<file path="config.mk">
export PLATFORM = sky130hd
export DESIGN_NAME = weekly_exercise_timer
export DESIGN_NICKNAME = d
export VERILOG_FILES = /design/src/logic/timer_pkg.sv /design/src/logic/weekly_exercise_timer.sv /design/src/logic/button_filter.sv
export VERILOG_INCLUDE_DIRS = /design/src /design/src/logic
export SDC_FILE = /design/constraint.sdc
export NUM_CORES = 2
export LEC_CHECK = 0
export BUFFER_PORTS_ARGS = -buffer_cell sky130_fd_sc_hd__buf_4
export CORE_MARGIN = 10
export CORE_UTILIZATION = 50
export DETAILED_ROUTE_END_ITERATION = 7
export MAX_ROUTING_LAYER = met4
export PLACE_DENSITY = 0.62
export SLEW_MARGIN = 20
export SYNTH_ARGS = -nofsm -noshare
export SYNTH_HDL_FRONTEND = slang
export SYNTH_SLANG_ARGS = --single-unit
</file>
<file path="constraint.sdc">
create_clock -name clk -period 8.6 [get_ports clk]
set_input_delay 0.43 -clock clk [delete_from_list [all_inputs] [get_ports clk]]
set_output_delay 0.43 -clock clk [all_outputs]
set_load 0.05 [all_outputs]
</file>
<file path="src/logic/timer_map.svh">
/*
  named offsets, field positions, reset values and timing figures of the
  weekly exercise timer.
  assumes: included by bare name; definitions only.
*/
`ifndef TIMER_MAP_SVH
`define TIMER_MAP_SVH
// clock rate and timing figures, each in its own unit
`define CLK_MHZ        100
`define CYC_PER_MS     (`CLK_MHZ * 1000)
`define DEB_MS         20
`define HOLD_MS        2000
`define REP_MS         250
`define BLINK_MS       500
`define MINUTE_S       60
// calendar
`define DAY_FIRST      3'h1
`define DAY_LAST       3'h7
`define HOUR_LIM       11'h018
`define MIN_LIM        11'h03c
`define DAY_MINS       11'h5a0
`define HOUR_LAST      5'h17
`define SLOTS          4
`define SLOT_W         11
// plus steps in minutes
`define STEP_ONE       11'h001
`define STEP_CLK       11'h005
`define STEP_PROG      11'h00f
// arrow counts
`define ARROWS_TO_RUN  4'h8
`define ARROWS_TO_PROG 4'h4
// register map
`define OFS_STATUS     8'h00
`define OFS_CTRL       8'h04
`define OFS_PROG       8'h08
`define CTRL_SW_TEST   0
`define CTRL_RST       32'h0000_0000
`define RESP_OKAY      2'h0
`define RESP_SLVERR    2'h2
`endif

</file>
<file path="src/logic/timer_pkg.sv">
/*
  types shared by the weekly exercise timer.
  assumes: nothing.
*/
package timer_pkg;
  typedef enum logic [2:0] {
    M_CLEARED, M_SET_DAY, M_SET_HOUR, M_SET_MIN,
    M_RUN, M_PROG, M_EDIT_ON, M_EDIT_OFF
  } mode_t;
  typedef logic [10:0] mod_t;
endpackage

</file>
<file path="src/logic/weekly_exercise_timer.sv">
/*
  weekly exercise timer: three-button front panel, 7-day clock, per-day
  start/stop programs, ring and symbol display, exercise output, and an
  axi4-lite register slave.
  assumes: buttons active high and synchronous to clk; one write and one
  read at most outstanding on the bus.
*/
// The register offsets and the AXI4-Lite register port were decided locally.
// What this block does
// - all three buttons clear time, show dashes
// - first arrow: day setting, flashing clock, 0:00
// - plus advances day, monday is 1
// - next arrow: hour setting, 24-hour plus steps
// - next arrow: minutes, plus +1, held +5
// - eight more arrows return to running mode
// - four arrows from running enter program mode
// - program indicator flashes when nothing stored
// - arrow steps selected program day
// - plus with set erases selected day
// - edit starts midnight, plus +1, held +15
// - first set stores start, second stores stop
// - ring segments show each stored span
// - arrow copies program into empty next day
// - ellipse shows on during exercise, else off
// - set in running mode starts test run
// - second set ends the test run
// - set during program period overrides, again restores
// - held set enters permanent mode, output on
// - set tap toggles permanent on and off
// - held set leaves permanent mode again
// - 7-day clock, four programs per day, min one minute
// - exercise output low requests a run
`timescale 1ns/1ps
`default_nettype none
`include "timer_map.svh"
module weekly_exercise_timer
  import timer_pkg::*;
#(
  parameter int unsigned     DEB_CYCLES    = `DEB_MS * `CYC_PER_MS,
  parameter int unsigned     HOLD_CYCLES   = `HOLD_MS * `CYC_PER_MS,
  parameter int unsigned     REP_CYCLES    = `REP_MS * `CYC_PER_MS,
  parameter int unsigned     BLINK_CYCLES  = `BLINK_MS * `CYC_PER_MS,
  parameter longint unsigned MINUTE_CYCLES = 64'(`MINUTE_S) * 1000 * `CYC_PER_MS
) (
  input  wire logic        clk,
  input  wire logic        reset_n,
  input  wire logic        btn_arrow,
  input  wire logic        btn_plus,
  input  wire logic        btn_set,
  input  wire logic        awvalid,
  output logic             awready,
  input  wire logic [7:0]  awaddr,
  input  wire logic        wvalid,
  output logic             wready,
  input  wire logic [31:0] wdata,
  input  wire logic [3:0]  wstrb,
  output logic             bvalid,
  input  wire logic        bready,
  output logic [1:0]       bresp,
  input  wire logic        arvalid,
  output logic             arready,
  input  wire logic [7:0]  araddr,
  output logic             rvalid,
  input  wire logic        rready,
  output logic [31:0]      rdata,
  output logic [1:0]       rresp,
  output logic             exercise_n,
  output logic [23:0]      ring_seg,
  output logic [2:0]       disp_day,
  output logic [4:0]       disp_hour,
  output logic [5:0]       disp_min,
  output logic             time_dashes,
  output logic             sym_clock,
  output logic             sym_hand,
  output logic             sym_small_hand,
  output logic             prog_ind,
  output logic             ellipse_on
);
  ////////////////////////////////////////////////////////////////////////
  // helpers
  function automatic mod_t wrap_add(input mod_t v, input mod_t inc, input mod_t lim);
    mod_t s;
    s = v + inc;
    return (s >= lim) ? s - lim : s;
  endfunction

  // minute-of-day step with carry into the hour; the step never exceeds 59
  function automatic mod_t step_hm(input logic [4:0] h, input logic [5:0] m, input mod_t inc);
    mod_t s;
    mod_t hh;
    s  = {5'h0, m} + inc;
    hh = {6'h0, h};
    if (s >= `MIN_LIM) begin
      s  = s - `MIN_LIM;
      hh = wrap_add(hh, `STEP_ONE, `HOUR_LIM);
    end
    return {hh[4:0], s[5:0]};
  endfunction

  function automatic mod_t mod_of(input logic [4:0] h, input logic [5:0] m);
    return mod_t'({6'h0, h} * `MIN_LIM + {5'h0, m});
  endfunction

  // a stop earlier than its start runs across midnight
  function automatic logic in_span(input mod_t t, input mod_t st, input mod_t sp);
    return (st <= sp) ? (t >= st && t < sp) : (t >= st || t < sp);
  endfunction

  function automatic logic [23:0] ring_of(input logic [43:0] st, input logic [43:0] sp,
                                          input logic [3:0] v);
    logic [23:0] r;
    mod_t        h0;
    mod_t        s;
    mod_t        e;
    r = '0;
    for (int h = 0; h < 24; h++) begin
      h0 = mod_t'(h) * `MIN_LIM;
      for (int k = 0; k < `SLOTS; k++) begin
        s = st[k*`SLOT_W +: `SLOT_W];
        e = sp[k*`SLOT_W +: `SLOT_W];
        if (v[k] && (in_span(h0, s, e) || (s >= h0 && s < h0 + `MIN_LIM))) begin
          r[h] = 1'b1;
        end
      end
    end
    return r;
  endfunction

  function automatic logic hit_of(input mod_t t, input logic [43:0] st, input logic [43:0] sp,
                                  input logic [3:0] v);
    logic hit;
    hit = 1'b0;
    for (int k = 0; k < `SLOTS; k++) begin
      if (v[k] && in_span(t, st[k*`SLOT_W +: `SLOT_W], sp[k*`SLOT_W +: `SLOT_W])) begin
        hit = 1'b1;
      end
    end
    return hit;
  endfunction

  ////////////////////////////////////////////////////////////////////////
  // buttons
  logic a_lvl, a_press, a_tap, a_hold, a_rep;
  logic p_lvl, p_press, p_tap, p_hold, p_rep;
  logic s_lvl, s_press, s_tap, s_hold, s_rep;

  button_filter #(.DEB_CYCLES(DEB_CYCLES), .HOLD_CYCLES(HOLD_CYCLES),
                  .REP_CYCLES(REP_CYCLES)) u_arrow (
    .clk(clk), .reset_n(reset_n), .raw(btn_arrow), .level(a_lvl), .press(a_press),
    .tap(a_tap), .hold(a_hold), .rep(a_rep));
  button_filter #(.DEB_CYCLES(DEB_CYCLES), .HOLD_CYCLES(HOLD_CYCLES),
                  .REP_CYCLES(REP_CYCLES)) u_plus (
    .clk(clk), .reset_n(reset_n), .raw(btn_plus), .level(p_lvl), .press(p_press),
    .tap(p_tap), .hold(p_hold), .rep(p_rep));
  button_filter #(.DEB_CYCLES(DEB_CYCLES), .HOLD_CYCLES(HOLD_CYCLES),
                  .REP_CYCLES(REP_CYCLES)) u_set (
    .clk(clk), .reset_n(reset_n), .raw(btn_set), .level(s_lvl), .press(s_press),
    .tap(s_tap), .hold(s_hold), .rep(s_rep));

  ////////////////////////////////////////////////////////////////////////
  // state
  mode_t       mode_r;
  logic [3:0]  acnt_r;
  logic        all3_r;
  logic        combo_seen_r;
  logic [2:0]  day_r;
  logic [4:0]  hour_r;
  logic [5:0]  min_r;
  logic [32:0] tick_r;
  logic [31:0] blink_cnt_r;
  logic        blink_r;
  logic [43:0] st_r [0:6];
  logic [43:0] sp_r [0:6];
  logic [3:0]  vld_r [0:6];
  logic [2:0]  sel_day_r;
  logic [4:0]  eh_r;
  logic [5:0]  em_r;
  mod_t        on_val_r;
  logic [1:0]  slot_r;
  logic        test_r;
  logic        ovr_r;
  logic        perm_r;
  logic        perm_on_r;
  logic [31:0] ctrl_r;

  // decode
  wire       all3      = a_lvl && p_lvl && s_lvl;
  wire       clr_evt   = all3 && !all3_r;
  wire       a_step    = a_press && !all3;
  wire       combo_ps  = (s_press && p_lvl) || (p_press && s_lvl);
  wire       in_prog   = (mode_r == M_PROG) || (mode_r == M_EDIT_ON) || (mode_r == M_EDIT_OFF);
  wire       in_edit   = (mode_r == M_EDIT_ON) || (mode_r == M_EDIT_OFF);
  wire       setting   = (mode_r == M_SET_DAY) || (mode_r == M_SET_HOUR) ||
                         (mode_r == M_SET_MIN);
  wire       time_ok   = (mode_r == M_RUN) || in_prog;
  wire [2:0] cur_i     = day_r - `DAY_FIRST;
  wire [2:0] sel_i     = sel_day_r - `DAY_FIRST;
  wire [2:0] nxt_i     = sel_day_r;
  wire       last_day  = sel_day_r == `DAY_LAST;
  wire       enter_pg  = (mode_r == M_RUN) && a_step && (acnt_r == `ARROWS_TO_PROG - 4'h1);
  wire mod_t now_mod   = mod_of(hour_r, min_r);
  wire mod_t edit_mod  = mod_of(eh_r, em_r);
  wire       prog_hit  = hit_of(now_mod, st_r[cur_i], sp_r[cur_i], vld_r[cur_i]);
  wire [2:0] show_i    = in_prog ? sel_i : cur_i;
  wire [23:0] ring_prg = ring_of(st_r[show_i], sp_r[show_i], vld_r[show_i]);
  wire [1:0] free_slot = !vld_r[sel_i][0] ? 2'h0 : !vld_r[sel_i][1] ? 2'h1 :
                         !vld_r[sel_i][2] ? 2'h2 : 2'h3;
  wire       tick_end  = tick_r == 33'(MINUTE_CYCLES - 1);
  wire       active    = perm_r ? perm_on_r :
                         (test_r || (prog_hit && !ovr_r) || ctrl_r[`CTRL_SW_TEST]);
  logic      any_vld;
  always_comb begin
    any_vld = 1'b0;
    for (int d = 0; d < 7; d++) begin
      any_vld = any_vld || (vld_r[d] != 4'h0);
    end
  end

  ////////////////////////////////////////////////////////////////////////
  // operating mode and arrow counting
  always_ff @(posedge clk) begin
    if (!reset_n) begin
      mode_r <= M_CLEARED;
      acnt_r <= '0;
    end else if (clr_evt) begin
      mode_r <= M_CLEARED;
      acnt_r <= '0;
    end else if (a_step) begin
      unique case (mode_r)
        M_CLEARED:  mode_r <= M_SET_DAY;
        M_SET_DAY:  mode_r <= M_SET_HOUR;
        M_SET_HOUR: mode_r <= M_SET_MIN;
        M_SET_MIN:  begin
          acnt_r <= (acnt_r == `ARROWS_TO_RUN - 4'h1) ? 4'h0 : acnt_r + 4'h1;
          if (acnt_r == `ARROWS_TO_RUN - 4'h1) mode_r <= M_RUN;
        end
        M_RUN:      begin
          acnt_r <= enter_pg ? 4'h0 : acnt_r + 4'h1;
          if (enter_pg) mode_r <= M_PROG;
        end
        M_PROG:     if (last_day) mode_r <= M_RUN;
        M_EDIT_ON,
        M_EDIT_OFF: mode_r <= M_PROG;
      endcase
    end else if (mode_r == M_PROG && p_tap && !combo_seen_r) begin
      mode_r <= M_EDIT_ON;
    end else if (mode_r == M_EDIT_ON && s_press) begin
      mode_r <= M_EDIT_OFF;
    end else if (mode_r == M_EDIT_OFF && s_press) begin
      mode_r <= M_PROG;
    end
  end

  // a plus released after plus+set must not open an edit
  always_ff @(posedge clk) begin
    if (!reset_n) begin
      all3_r       <= 1'b0;
      combo_seen_r <= 1'b0;
    end else begin
      all3_r       <= all3;
      combo_seen_r <= combo_ps ? 1'b1 : (p_press ? 1'b0 : combo_seen_r);
    end
  end

  ////////////////////////////////////////////////////////////////////////
  // time of day
  always_ff @(posedge clk) begin
    if (!reset_n) begin
      day_r  <= `DAY_FIRST;
      hour_r <= '0;
      min_r  <= '0;
      tick_r <= '0;
    end else if (clr_evt || (mode_r == M_CLEARED && a_step)) begin
      day_r  <= `DAY_FIRST;
      hour_r <= '0;
      min_r  <= '0;
      tick_r <= '0;
    end else if (setting) begin
      tick_r <= '0;
      if (mode_r == M_SET_DAY && p_press) begin
        day_r <= (day_r == `DAY_LAST) ? `DAY_FIRST : day_r + 3'h1;
      end
      if (mode_r == M_SET_HOUR && (p_press || p_rep)) begin
        hour_r <= (hour_r == `HOUR_LAST) ? 5'h0 : hour_r + 5'h1;
      end
      if (mode_r == M_SET_MIN && (p_press || p_rep)) begin
        min_r <= 6'(wrap_add({5'h0, min_r}, p_rep ? `STEP_CLK : `STEP_ONE, `MIN_LIM));
      end
    end else if (time_ok) begin
      tick_r <= tick_end ? 33'h0 : tick_r + 33'h1;
      if (tick_end) begin
        {hour_r, min_r} <= step_hm(hour_r, min_r, `STEP_ONE);
        if (now_mod == `DAY_MINS - `STEP_ONE) begin
          day_r <= (day_r == `DAY_LAST) ? `DAY_FIRST : day_r + 3'h1;
        end
      end
    end
  end

  ////////////////////////////////////////////////////////////////////////
  // program store, day selection and editing
  always_ff @(posedge clk) begin
    if (!reset_n) begin
      for (int d = 0; d < 7; d++) begin
        st_r[d]  <= '0;
        sp_r[d]  <= '0;
        vld_r[d] <= '0;
      end
      sel_day_r <= `DAY_FIRST;
      eh_r      <= '0;
      em_r      <= '0;
      on_val_r  <= '0;
      slot_r    <= '0;
    end else begin
      if (enter_pg) sel_day_r <= `DAY_FIRST;
      if (mode_r == M_PROG && a_step && !last_day) begin
        sel_day_r <= sel_day_r + 3'h1;
        if (vld_r[sel_i] != 4'h0 && vld_r[nxt_i] == 4'h0) begin
          st_r[nxt_i]  <= st_r[sel_i];
          sp_r[nxt_i]  <= sp_r[sel_i];
          vld_r[nxt_i] <= vld_r[sel_i];
        end
      end
      if (mode_r == M_PROG && combo_ps) vld_r[sel_i] <= 4'h0;
      if (mode_r == M_PROG && p_tap && !combo_seen_r) begin
        eh_r   <= '0;
        em_r   <= '0;
        slot_r <= free_slot;
      end
      if (in_edit && (p_press || p_rep)) begin
        {eh_r, em_r} <= step_hm(eh_r, em_r, p_rep ? `STEP_PROG : `STEP_ONE);
      end
      if (mode_r == M_EDIT_ON && s_press) on_val_r <= edit_mod;
      // an empty span is dropped: every program lasts a minute or more
      if (mode_r == M_EDIT_OFF && s_press && edit_mod != on_val_r) begin
        st_r[sel_i][slot_r*`SLOT_W +: `SLOT_W] <= on_val_r;
        sp_r[sel_i][slot_r*`SLOT_W +: `SLOT_W] <= edit_mod;
        vld_r[sel_i][slot_r]                  <= 1'b1;
      end
    end
  end

  ////////////////////////////////////////////////////////////////////////
  // test run, override and permanent mode (running mode only)
  always_ff @(posedge clk) begin
    if (!reset_n || mode_r != M_RUN) begin
      test_r    <= 1'b0;
      ovr_r     <= 1'b0;
      perm_r    <= 1'b0;
      perm_on_r <= 1'b0;
    end else if (s_hold) begin
      perm_r    <= !perm_r;
      perm_on_r <= !perm_r;
      test_r    <= 1'b0;
      ovr_r     <= 1'b0;
    end else if (s_tap) begin
      if (perm_r) perm_on_r <= !perm_on_r;
      else if (test_r) test_r <= 1'b0;
      else if (prog_hit) ovr_r <= !ovr_r;
      else test_r <= 1'b1;
    end else if (!prog_hit) begin
      ovr_r <= 1'b0;
    end
  end

  ////////////////////////////////////////////////////////////////////////
  // flash timebase
  always_ff @(posedge clk) begin
    if (!reset_n) begin
      blink_cnt_r <= '0;
      blink_r     <= 1'b0;
    end else if (blink_cnt_r == 32'(BLINK_CYCLES - 1)) begin
      blink_cnt_r <= '0;
      blink_r     <= !blink_r;
    end else begin
      blink_cnt_r <= blink_cnt_r + 32'h1;
    end
  end

  ////////////////////////////////////////////////////////////////////////
  // display and exercise outputs, all registered
  always_ff @(posedge clk) begin
    if (!reset_n) begin
      exercise_n     <= 1'b1;
      ring_seg       <= '0;
      disp_day       <= `DAY_FIRST;
      disp_hour      <= '0;
      disp_min       <= '0;
      time_dashes    <= 1'b1;
      sym_clock      <= 1'b1;
      sym_hand       <= 1'b0;
      sym_small_hand <= 1'b0;
      prog_ind       <= 1'b0;
      ellipse_on     <= 1'b0;
    end else begin
      exercise_n     <= !active;
      ellipse_on     <= active;
      ring_seg       <= perm_r ? {24{perm_on_r}} : ring_prg;
      disp_day       <= in_prog ? sel_day_r : day_r;
      disp_hour      <= in_edit ? eh_r : hour_r;
      disp_min       <= in_edit ? em_r : min_r;
      time_dashes    <= mode_r == M_CLEARED;
      sym_clock      <= !perm_r && !test_r && !ovr_r && (!setting || blink_r);
      sym_hand       <= test_r || (perm_r && blink_r);
      sym_small_hand <= ovr_r;
      prog_ind       <= in_prog && (any_vld || blink_r);
    end
  end

  ////////////////////////////////////////////////////////////////////////
  // axi4-lite slave
  logic [7:0]  aw_addr_r;
  logic [31:0] w_data_r;
  logic [3:0]  w_strb_r;
  wire         wr_go  = !awready && !wready && !bvalid;
  wire         wr_ctl = aw_addr_r == `OFS_CTRL;
  wire         wr_ok  = wr_ctl || aw_addr_r == `OFS_STATUS || aw_addr_r == `OFS_PROG;
  wire [31:0]  status = {10'h0, perm_on_r, perm_r, ovr_r, test_r, active, mode_r,
                         day_r, hour_r, min_r};
  wire [31:0]  progw  = {3'h0, sel_day_r, any_vld, 21'h0, vld_r[cur_i]};
  wire         rd_ok  = araddr == `OFS_STATUS || araddr == `OFS_CTRL || araddr == `OFS_PROG;
  wire [31:0]  rd_mux = (araddr == `OFS_STATUS) ? status :
                        (araddr == `OFS_CTRL) ? ctrl_r :
                        (araddr == `OFS_PROG) ? progw : 32'h0;

  always_ff @(posedge clk) begin
    if (!reset_n) begin
      awready   <= 1'b1;
      wready    <= 1'b1;
      bvalid    <= 1'b0;
      bresp     <= `RESP_OKAY;
      aw_addr_r <= '0;
      w_data_r  <= '0;
      w_strb_r  <= '0;
      ctrl_r    <= `CTRL_RST;
    end else begin
      if (awvalid && awready) begin
        aw_addr_r <= awaddr;
        awready   <= 1'b0;
      end
      if (wvalid && wready) begin
        w_data_r <= wdata;
        w_strb_r <= wstrb;
        wready   <= 1'b0;
      end
      if (wr_go) begin
        bvalid <= 1'b1;
        bresp  <= wr_ok ? `RESP_OKAY : `RESP_SLVERR;
        if (wr_ctl && w_strb_r[0]) ctrl_r[`CTRL_SW_TEST] <= w_data_r[`CTRL_SW_TEST];
      end
      if (bvalid && bready) begin
        bvalid  <= 1'b0;
        awready <= 1'b1;
        wready  <= 1'b1;
      end
    end
  end

  always_ff @(posedge clk) begin
    if (!reset_n) begin
      arready <= 1'b1;
      rvalid  <= 1'b0;
      rdata   <= '0;
      rresp   <= `RESP_OKAY;
    end else if (arvalid && arready) begin
      arready <= 1'b0;
      rvalid  <= 1'b1;
      rdata   <= rd_mux;
      rresp   <= rd_ok ? `RESP_OKAY : `RESP_SLVERR;
    end else if (rvalid && rready) begin
      rvalid  <= 1'b0;
      arready <= 1'b1;
    end
  end
endmodule
`default_nettype wire

</file>
<file path="src/logic/button_filter.sv">
/*
  debounce and press classification for one front-panel button.
  assumes: raw input synchronous to clk, active high while pressed.
*/
`timescale 1ns/1ps
`default_nettype none
module button_filter #(
  parameter int unsigned DEB_CYCLES  = 2,
  parameter int unsigned HOLD_CYCLES = 8,
  parameter int unsigned REP_CYCLES  = 4
) (
  input  wire logic clk,
  input  wire logic reset_n,
  input  wire logic raw,
  output logic      level,
  output logic      press,
  output logic      tap,
  output logic      hold,
  output logic      rep
);
  logic [31:0] deb_cnt_r;
  logic [31:0] hold_cnt_r;
  logic [31:0] rep_cnt_r;
  logic        long_r;

  ////////////////////////////////////////////////////////////////////////
  // raw must sit still for the whole window before the level follows
  always_ff @(posedge clk) begin
    if (!reset_n) begin
      deb_cnt_r <= '0;
      level     <= 1'b0;
      press     <= 1'b0;
      tap       <= 1'b0;
    end else begin
      press <= 1'b0;
      tap   <= 1'b0;
      if (raw == level) begin
        deb_cnt_r <= '0;
      end else if (deb_cnt_r == 32'(DEB_CYCLES - 1)) begin
        deb_cnt_r <= '0;
        level     <= raw;
        press     <= raw;
        tap       <= !raw && !long_r;
      end else begin
        deb_cnt_r <= deb_cnt_r + 32'h1;
      end
    end
  end

  ////////////////////////////////////////////////////////////////////////
  // hold threshold, then auto-repeat pulses while still held
  always_ff @(posedge clk) begin
    if (!reset_n) begin
      hold_cnt_r <= '0;
      rep_cnt_r  <= '0;
      long_r     <= 1'b0;
      hold       <= 1'b0;
      rep        <= 1'b0;
    end else begin
      hold <= 1'b0;
      rep  <= 1'b0;
      if (!level) begin
        hold_cnt_r <= '0;
        rep_cnt_r  <= '0;
        long_r     <= 1'b0;
      end else if (!long_r) begin
        if (hold_cnt_r == 32'(HOLD_CYCLES - 1)) begin
          long_r <= 1'b1;
          hold   <= 1'b1;
        end else begin
          hold_cnt_r <= hold_cnt_r + 32'h1;
        end
      end else if (rep_cnt_r == 32'(REP_CYCLES - 1)) begin
        rep_cnt_r <= '0;
        rep       <= 1'b1;
      end else begin
        rep_cnt_r <= rep_cnt_r + 32'h1;
      end
    end
  end
endmodule
`default_nettype wire

</file>
* Yosys cells after proc, flatten, opt, wreduce, memory -nomap -nowiden *
Memories as Yosys holds them, arrays and structs flattened. A register that Yosys moved wholly into a read port is not among the register bits.
Cells that the tools add are included.

operators by class
  add/sub/neg operators = 27
  multipliers = 3
  order comparisons = 407
  equality and inequality tests = 41
  shift operators = 3
  muxes and demuxes = 316
  bitwise gates (word level) = 17
  reduce and logical (&&, ||, !) cells = 637

operators with widths
  kind                                                                                    number
  10-bit by 11-bit greater-or-equal comparator with 1-bit output (first input constant)   36
  11-bit by 10-bit greater-or-equal comparator with 1-bit output (second input constant)  36
  10-bit by 11-bit less-than comparator with 1-bit output (first input constant)          36
  11-bit by 10-bit less-than comparator with 1-bit output (second input constant)         36
  1-bit logical AND                                                                       335
  11-bit less-than comparator (second input constant)                                     28
  44-bit 2-to-1 mux                                                                       7
  11-bit greater-or-equal comparator (first input constant)                               24
  11-bit greater-or-equal comparator (second input constant)                              24
  11-bit less-than comparator (first input constant)                                      24
  1-bit 2-to-1 mux                                                                        241
  32-bit by 1-bit adder with 32-bit output (second input constant)                        7
  1-bit logical OR                                                                        221
  11-bit by 9-bit greater-or-equal comparator with 1-bit output (second input constant)   16
  9-bit by 11-bit greater-or-equal comparator with 1-bit output (first input constant)    16
  11-bit by 9-bit less-than comparator with 1-bit output (second input constant)          16
  9-bit by 11-bit less-than comparator with 1-bit output (first input constant)           16
  44-bit OR reduction                                                                     4
  32-bit by 21-bit == test with 1-bit output (second input constant)                      3
  11-bit by 8-bit greater-or-equal comparator with 1-bit output (second input constant)   8
  8-bit by 11-bit greater-or-equal comparator with 1-bit output (first input constant)    8
  11-bit less-or-equal comparator                                                         8
  11-bit by 8-bit less-than comparator with 1-bit output (second input constant)          8
  8-bit by 11-bit less-than comparator with 1-bit output (first input constant)           8
  78 further kinds                                                                        285

word-level totals
  register bits after elaboration = 421
  bits in writable memories = 644
  bits of input ports = 62
  output and inout bits = 86
  logic and storage cells = 1514
  memories = 3

memories
  memory  words  bits a word  read ports  clocked after Yosys merged registers in  write ports  RTL line                      text
  sp_r    7      44           3           0                                        7            weekly_exercise_timer.sv:173  logic [43:0] sp_r [0:6];
  st_r    7      44           3           0                                        7            weekly_exercise_timer.sv:172  logic [43:0] st_r [0:6];
  vld_r   7      4            11          1                                        7            weekly_exercise_timer.sv:174  logic [3:0] vld_r [0:6];

* Longest topological paths before layout *
  word-level depth = 15
  depth in mapped cells = 34
  gate-level depth less buffers = 22

* Cells and area by module *
A second synthesis with hierarchy kept.

unflattened totals
  cells, all modules = 8777
  area, all modules = 82754.4 µm²

by module, submodules not included
  module                 times used  cells an instance  area each (µm²)
  weekly_exercise_timer  1           7064               68288.0
  button_filter          3           571                4822.1

* Least setup slack after synthesis *
No wires, ideal clock.

  path type = flip-flop to flip-flop
  from = register day_r[0]
  to = register ovr_r
  data arrival time = 7015 ps
  required time = 8513 ps
  setup slack = 1498 ps
  stages on the path, launching flop included = 30
  clock period less this slack = 7102 ps
  cell sequence = dfxtp_1 buf_2 inv_1 clkbuf_1 clkbuf_1 ha_1 buf_4 buf_6 buf_4 buf_4 buf_2 buf_4 buf_2 buf_1 clkbuf_1 clkbuf_1 mux4_2 mux2i_1 ha_1 and3_1 a221o_1 a221o_1 a41o_1 nor3_1 nor2_1 or3b_2 a2bb2oi_1 nor4_2 or3_1 o31ai_1

on the way
  longest elaborated chain between the ends = 12
  elaborated cells on any way between the ends = 39
  those cells by class = 1 x add/sub; 12 x order compare; 2 x eq/ne; 8 x mux; 13 x reduce/logical; 3 x memory

RTL lines
  what                                                                                               RTL line                      text
  start: declaration                                                                                 weekly_exercise_timer.sv:166  logic [2:0] day_r;
  start signal: assignment                                                                           weekly_exercise_timer.sv:269  day_r <= `DAY_FIRST;
  start signal: assignment                                                                           weekly_exercise_timer.sv:274  day_r <= `DAY_FIRST;
  start signal: assignment                                                                           weekly_exercise_timer.sv:281  day_r <= (day_r == `DAY_LAST) ? `DAY_FIRST : day_r + 3'h1;
  3-bit by 1-bit subtractor with 3-bit output (no source line) *                                     n/a
  memory 7 x 44 bit, on equally long branches                                                        n/a
  11-bit greater-or-equal comparator / 11-bit less-than comparator (equally long branches)           weekly_exercise_timer.sv:106  return (st <= sp) ? (t >= st && t < sp) : (t >= st || t < sp);
  1-bit logical OR / 1-bit logical AND (equally long branches)                                       weekly_exercise_timer.sv:106
  1-bit 2-to-1 mux                                                                                   weekly_exercise_timer.sv:106
  1-bit logical AND                                                                                  weekly_exercise_timer.sv:134  if (v[k] && in_span(t, st[k*`SLOT_W +: `SLOT_W], sp[k*`SLOT_W +: `SLOT_W])) begin
  1-bit 2-to-1 mux (3 in series)                                                                     weekly_exercise_timer.sv:134
  1-bit 2-to-1 mux *                                                                                 weekly_exercise_timer.sv:134
  2-bit by 1-bit != test with 1-bit output (no source line) / 2-bit != test (equally long branches)  n/a
  4-bit AND reduction (no source line) *                                                             n/a
  end signal: assignment                                                                             weekly_exercise_timer.sv:359  else if (prog_hit) ovr_r <= !ovr_r;
  end: declaration                                                                                   weekly_exercise_timer.sv:181  logic ovr_r;

Mark *: on every way between the ends. The rest lies on a longest branch, timed or not.
A chain may end at the register's enable or synchronous reset.

* Worst setup path in the final report *
  from = register sel_day_r[0], in the netlist nxt_i[0]
  to = register ring_seg[4]

on the way
  longest elaborated chain between the ends = 13
  elaborated cells on any way between the ends = 54
  those cells by class = 1 x add/sub; 20 x order compare; 10 x mux; 20 x reduce/logical; 3 x memory

RTL lines
  what                                                                                                                                            RTL line                      text
  start: declaration                                                                                                                              weekly_exercise_timer.sv:175  logic [2:0] sel_day_r;
  start signal: assignment                                                                                                                        weekly_exercise_timer.sv:309  sel_day_r <= `DAY_FIRST;
  start signal: assignment                                                                                                                        weekly_exercise_timer.sv:315  if (enter_pg) sel_day_r <= `DAY_FIRST;
  start signal: assignment                                                                                                                        weekly_exercise_timer.sv:317  sel_day_r <= sel_day_r + 3'h1;
  3-bit by 1-bit subtractor with 3-bit output (no source line) *                                                                                  n/a
  3-bit 2-to-1 mux *                                                                                                                              weekly_exercise_timer.sv:204  wire [2:0] show_i = in_prog ? sel_i : cur_i;
  memory 7 x 44 bit, on equally long branches                                                                                                     n/a
  8-bit by 11-bit greater-or-equal comparator with 1-bit output / 8-bit by 11-bit less-than comparator with 1-bit output (equally long branches)  weekly_exercise_timer.sv:106
  1-bit logical OR / 1-bit logical AND (equally long branches)                                                                                    weekly_exercise_timer.sv:106
  1-bit 2-to-1 mux                                                                                                                                weekly_exercise_timer.sv:106
  1-bit logical OR                                                                                                                                weekly_exercise_timer.sv:121  if (v[k] && (in_span(h0, s, e) || (s >= h0 && s < h0 + `MIN_LIM))) begin
  1-bit logical AND                                                                                                                               weekly_exercise_timer.sv:121
  1-bit 2-to-1 mux (3 in series)                                                                                                                  weekly_exercise_timer.sv:121
  1-bit 2-to-1 mux *                                                                                                                              weekly_exercise_timer.sv:121
  24-bit 2-to-1 mux *                                                                                                                             weekly_exercise_timer.sv:398  ring_seg <= perm_r ? {24{perm_on_r}} : ring_prg;
  end signal: assignment                                                                                                                          weekly_exercise_timer.sv:398
  end: declaration                                                                                                                                weekly_exercise_timer.sv:68   output logic [23:0] ring_seg,

Marks and branches as above.

==> flow_metrics.tcl <==
set metrics [dict create \
    cts_buffers 135 \
    tns_ns 0 \
    postCtsSetupRepairBufs 0 \
    yosys-top-cells-area "edfxtp_1 26%, dfxtp_1 13%, mux4_2 8.8%" \
    clock_latency_ns 0.81 \
    io_pins 148 \
    arrival_ns 7.95 \
    setup_slack_ns 1.34 \
    synth_top_area_share 0.255 \
    cts_tree "yes" \
    fmax_ghz 0.138 \
    grt_max_degree 121 \
    nets 8304 \
    cts.clk_slew.worst_paths_ns 0.06 \
    drt_iter0_markers 9473 \
    finalPower_uw 13300 \
    drv_cap 0 \
    yosysWarningCount 0 \
    start_util 0.502 \
    netSwitchingFraction 0.263 \
    endpoint_kind "flop" \
    htreeDepth 4 \
    cp-start-kind "flop" \
    critPathMaxFanout 91 \
    crit_type "flop to flop" \
    core-area_um2 152000 \
    die_w_um 410 \
    yosys-top-cells-count "1,095 x nor2_1, 813 x nand2_1, 648 x edfxtp_1" \
    period_minus_slack_ns 7.26 \
    firstDrtPassIters 7 \
    dp_hpwl_um 202000 \
    antenna_found_initial 15 \
    synth_area_per_cell_um2 9.50 \
    fin_crit_sh 0.845 \
    rsz0062_at_grt "false" \
    die_h_um 410 \
    synth_edf_count 648 \
    clockBufferDepth 3 \
    grt_overflow 0 \
    drv_slew 0 \
    seq_power_share 0.457 \
    relSlewSlack 0.166 \
    drive_gt1_frac 0.138 \
    cellLeakagePower_uw 0.0320 \
    grt_pass1_wl_um 433000 \
    port-buffer-count 105 \
    crit_required_ns 9.28 \
    async_flop_share 0 \
    drt-total-wl_um 298000 \
    route.detailed.drc 0 \
    design_area_um2 83900 \
    yosysTopAreaCell "edfxtp_1" \
    synth_most_common_cell "nor2_1" \
    avgRoutedWirePerCell_um 29.3 \
    irDropWorstVdd_uv 187 \
    std_cell_rows 143 \
    ys_ff_latch 1152 \
    p_int_uw 9840 \
    dpl_cell_area_um2 79000 \
    area_delta_synth_final_pct 10.1 \
    die_area_um2 168000 \
    hold_class "primary input to flop" \
    antenna_left 0 \
    synth_ff_type "edfxtp_1" \
    grt_pass1_vias 65200 \
    p_switching_uw 3500 \
    power_frac_comb 0.099 \
    hold_viol 0 \
    clock-sinks 1152 \
    cts_root_buf "clkbuf_16" \
    postSynthCellCount 8020 \
    fin_skew_ns 0.0260 \
    setup_violations 0 \
    worstMarginPinSlew_ns 1.25 \
    grt_usage 0.350 \
    status "completed" \
    pwr-share-clk 0.445 \
    routed_via_density 6.76 \
    post-place-ws_ns 1.48 \
    powerDensity_nw_per_um2 159 \
    netlist_area_um2 76200 \
    gp_congestion 1.00 \
    synth_cell_types 129 \
    ys_seq_area_frac 0.388 \
    vias 68600 \
]
-- cells by family (layout without fill, tap and decap cells) --
family,after synthesis,count (layout),synth area share
compound gates,1683,1683,0.148
xor+xnor,279,279,0.0334
buf+inv,854,924,0.0503
other cells,1,34,0.0000492
flops,1152,1152,0.388
simple gates,2985,2985,0.179
mux,786,786,0.154
fa+ha+maj,280,280,0.0469
-- what timing repair did --
item                      4_1_cts  5_1_grt
hold buffers                   23        0
resized for setup               0        0
hold endpoints to repair       23        0
-- area by class of cell --
cell class,instances,area (um2)
fillers,13800,67800
multi-input cells,6021,43100
flip-flops and latches,1152,29600
clock buffers,186,3800
repair buffers,354,2840
well taps,2030,2540
inverters,321,1210
clock inverters,63,797
diodes,26,65.1
-- power by group through the flow --
stage	Combinational, uW	Clock, uW	Sequential [uW]
6_report	1320	5930	6090
5_1_grt	1390	6210	6100
4_1_cts	1280	5990	6080
3_5_place_dp	1260	0	6200
3_3_place_gp	1260	0	6190
2_1_floorplan	770	0	6220
-- final timing paths --
kind	start	slack, ns	endpoint	cells past startpoint
min reg2reg	w_data_r[0]$_SDFFE_PN0P_	0.45	ctrl_r[0]$_SDFFE_PN0P_	2
max reg2reg	nxt_i[0]$_SDFFE_PN1N_	1.34	ring_seg[4]$_SDFF_PN0_	17
max	nxt_i[0]$_SDFFE_PN1N_	1.34	ring_seg[4]$_SDFF_PN0_	17
min	araddr[3]	0.06	rresp[1]$_SDFFE_PN0P_	3
-- critical path, cell delays in order, from the launching register on --
cell,delay (ns)
dfxtp_4,0.80
inv_2,0.12
ha_4,0.46
buf_4,0.39
buf_12,0.54
mux2_2,0.42
nor4_1,0.27
a211o_1,0.16
a221o_2,0.40
clkinv_1,0.44
ha_1,0.44
a21o_1,0.18
a2111oi_0,0.63
a21o_1,0.52
nand2_1,0.09
a2111oi_0,0.50
o211ai_1,0.36
o21a_1,0.27
-- state kept, by name, indices dropped and copies added, names as in the netlist, 5 cells and up, named ones only --
name,count
aw_addr_r,8
blink_cnt_r,32
disp_hour,5
disp_min,6
eh_r,5
em_r,6
hour_r,5
min_r,6
on_val_r,11
rdata,26
ring_seg,24
sp_r,352
st_r,352
tick_r,33
u_arrow.deb_cnt_r,32
u_plus.deb_cnt_r,32
u_plus.hold_cnt_r,32
u_plus.rep_cnt_r,32
u_set.deb_cnt_r,32
u_set.hold_cnt_r,32
vld_r,32
-- layout by cell type, fill, tap and decap left out, types with 102 or more instances in the layout --
cell       netlist  final
nor2_1        1095   1084
nand2_1        813    812
edfxtp_1       648    648
dfxtp_1        504    500
a21oi_1        487    486
mux2i_1        388    388
buf_4           62    321
o21ai_0        312    311
nand3_1        301    300
mux4_2         299    299
inv_1          299    297
ha_1           240    238
xor2_1         168    164
clkbuf_16        0    138
nor3_1         139    136
nand4_1        113    113
a211oi_1       104    102
-- routing by layer --
metal,share of wire,wire length (um),GRT usage
met1,0.38,114000,0.440
met2,0.43,129000,0.509
met3,0.12,36600,0.0969
met4,0.062,18400,0.188
met5,0,0,-
-- per-stage QoR --
step            util  instances  hold slack, ns
2_1_floorplan      -       8027           0.426
3_3_place_gp   0.521       9855           0.442
3_5_place_dp   0.521       9855           0.447
4_1_cts        0.553      10100         0.00191
5_1_grt        0.553      10100          0.0803
6_report       0.553      10200          0.0560
No activity file was read; power rests on OpenSTA's default activity.
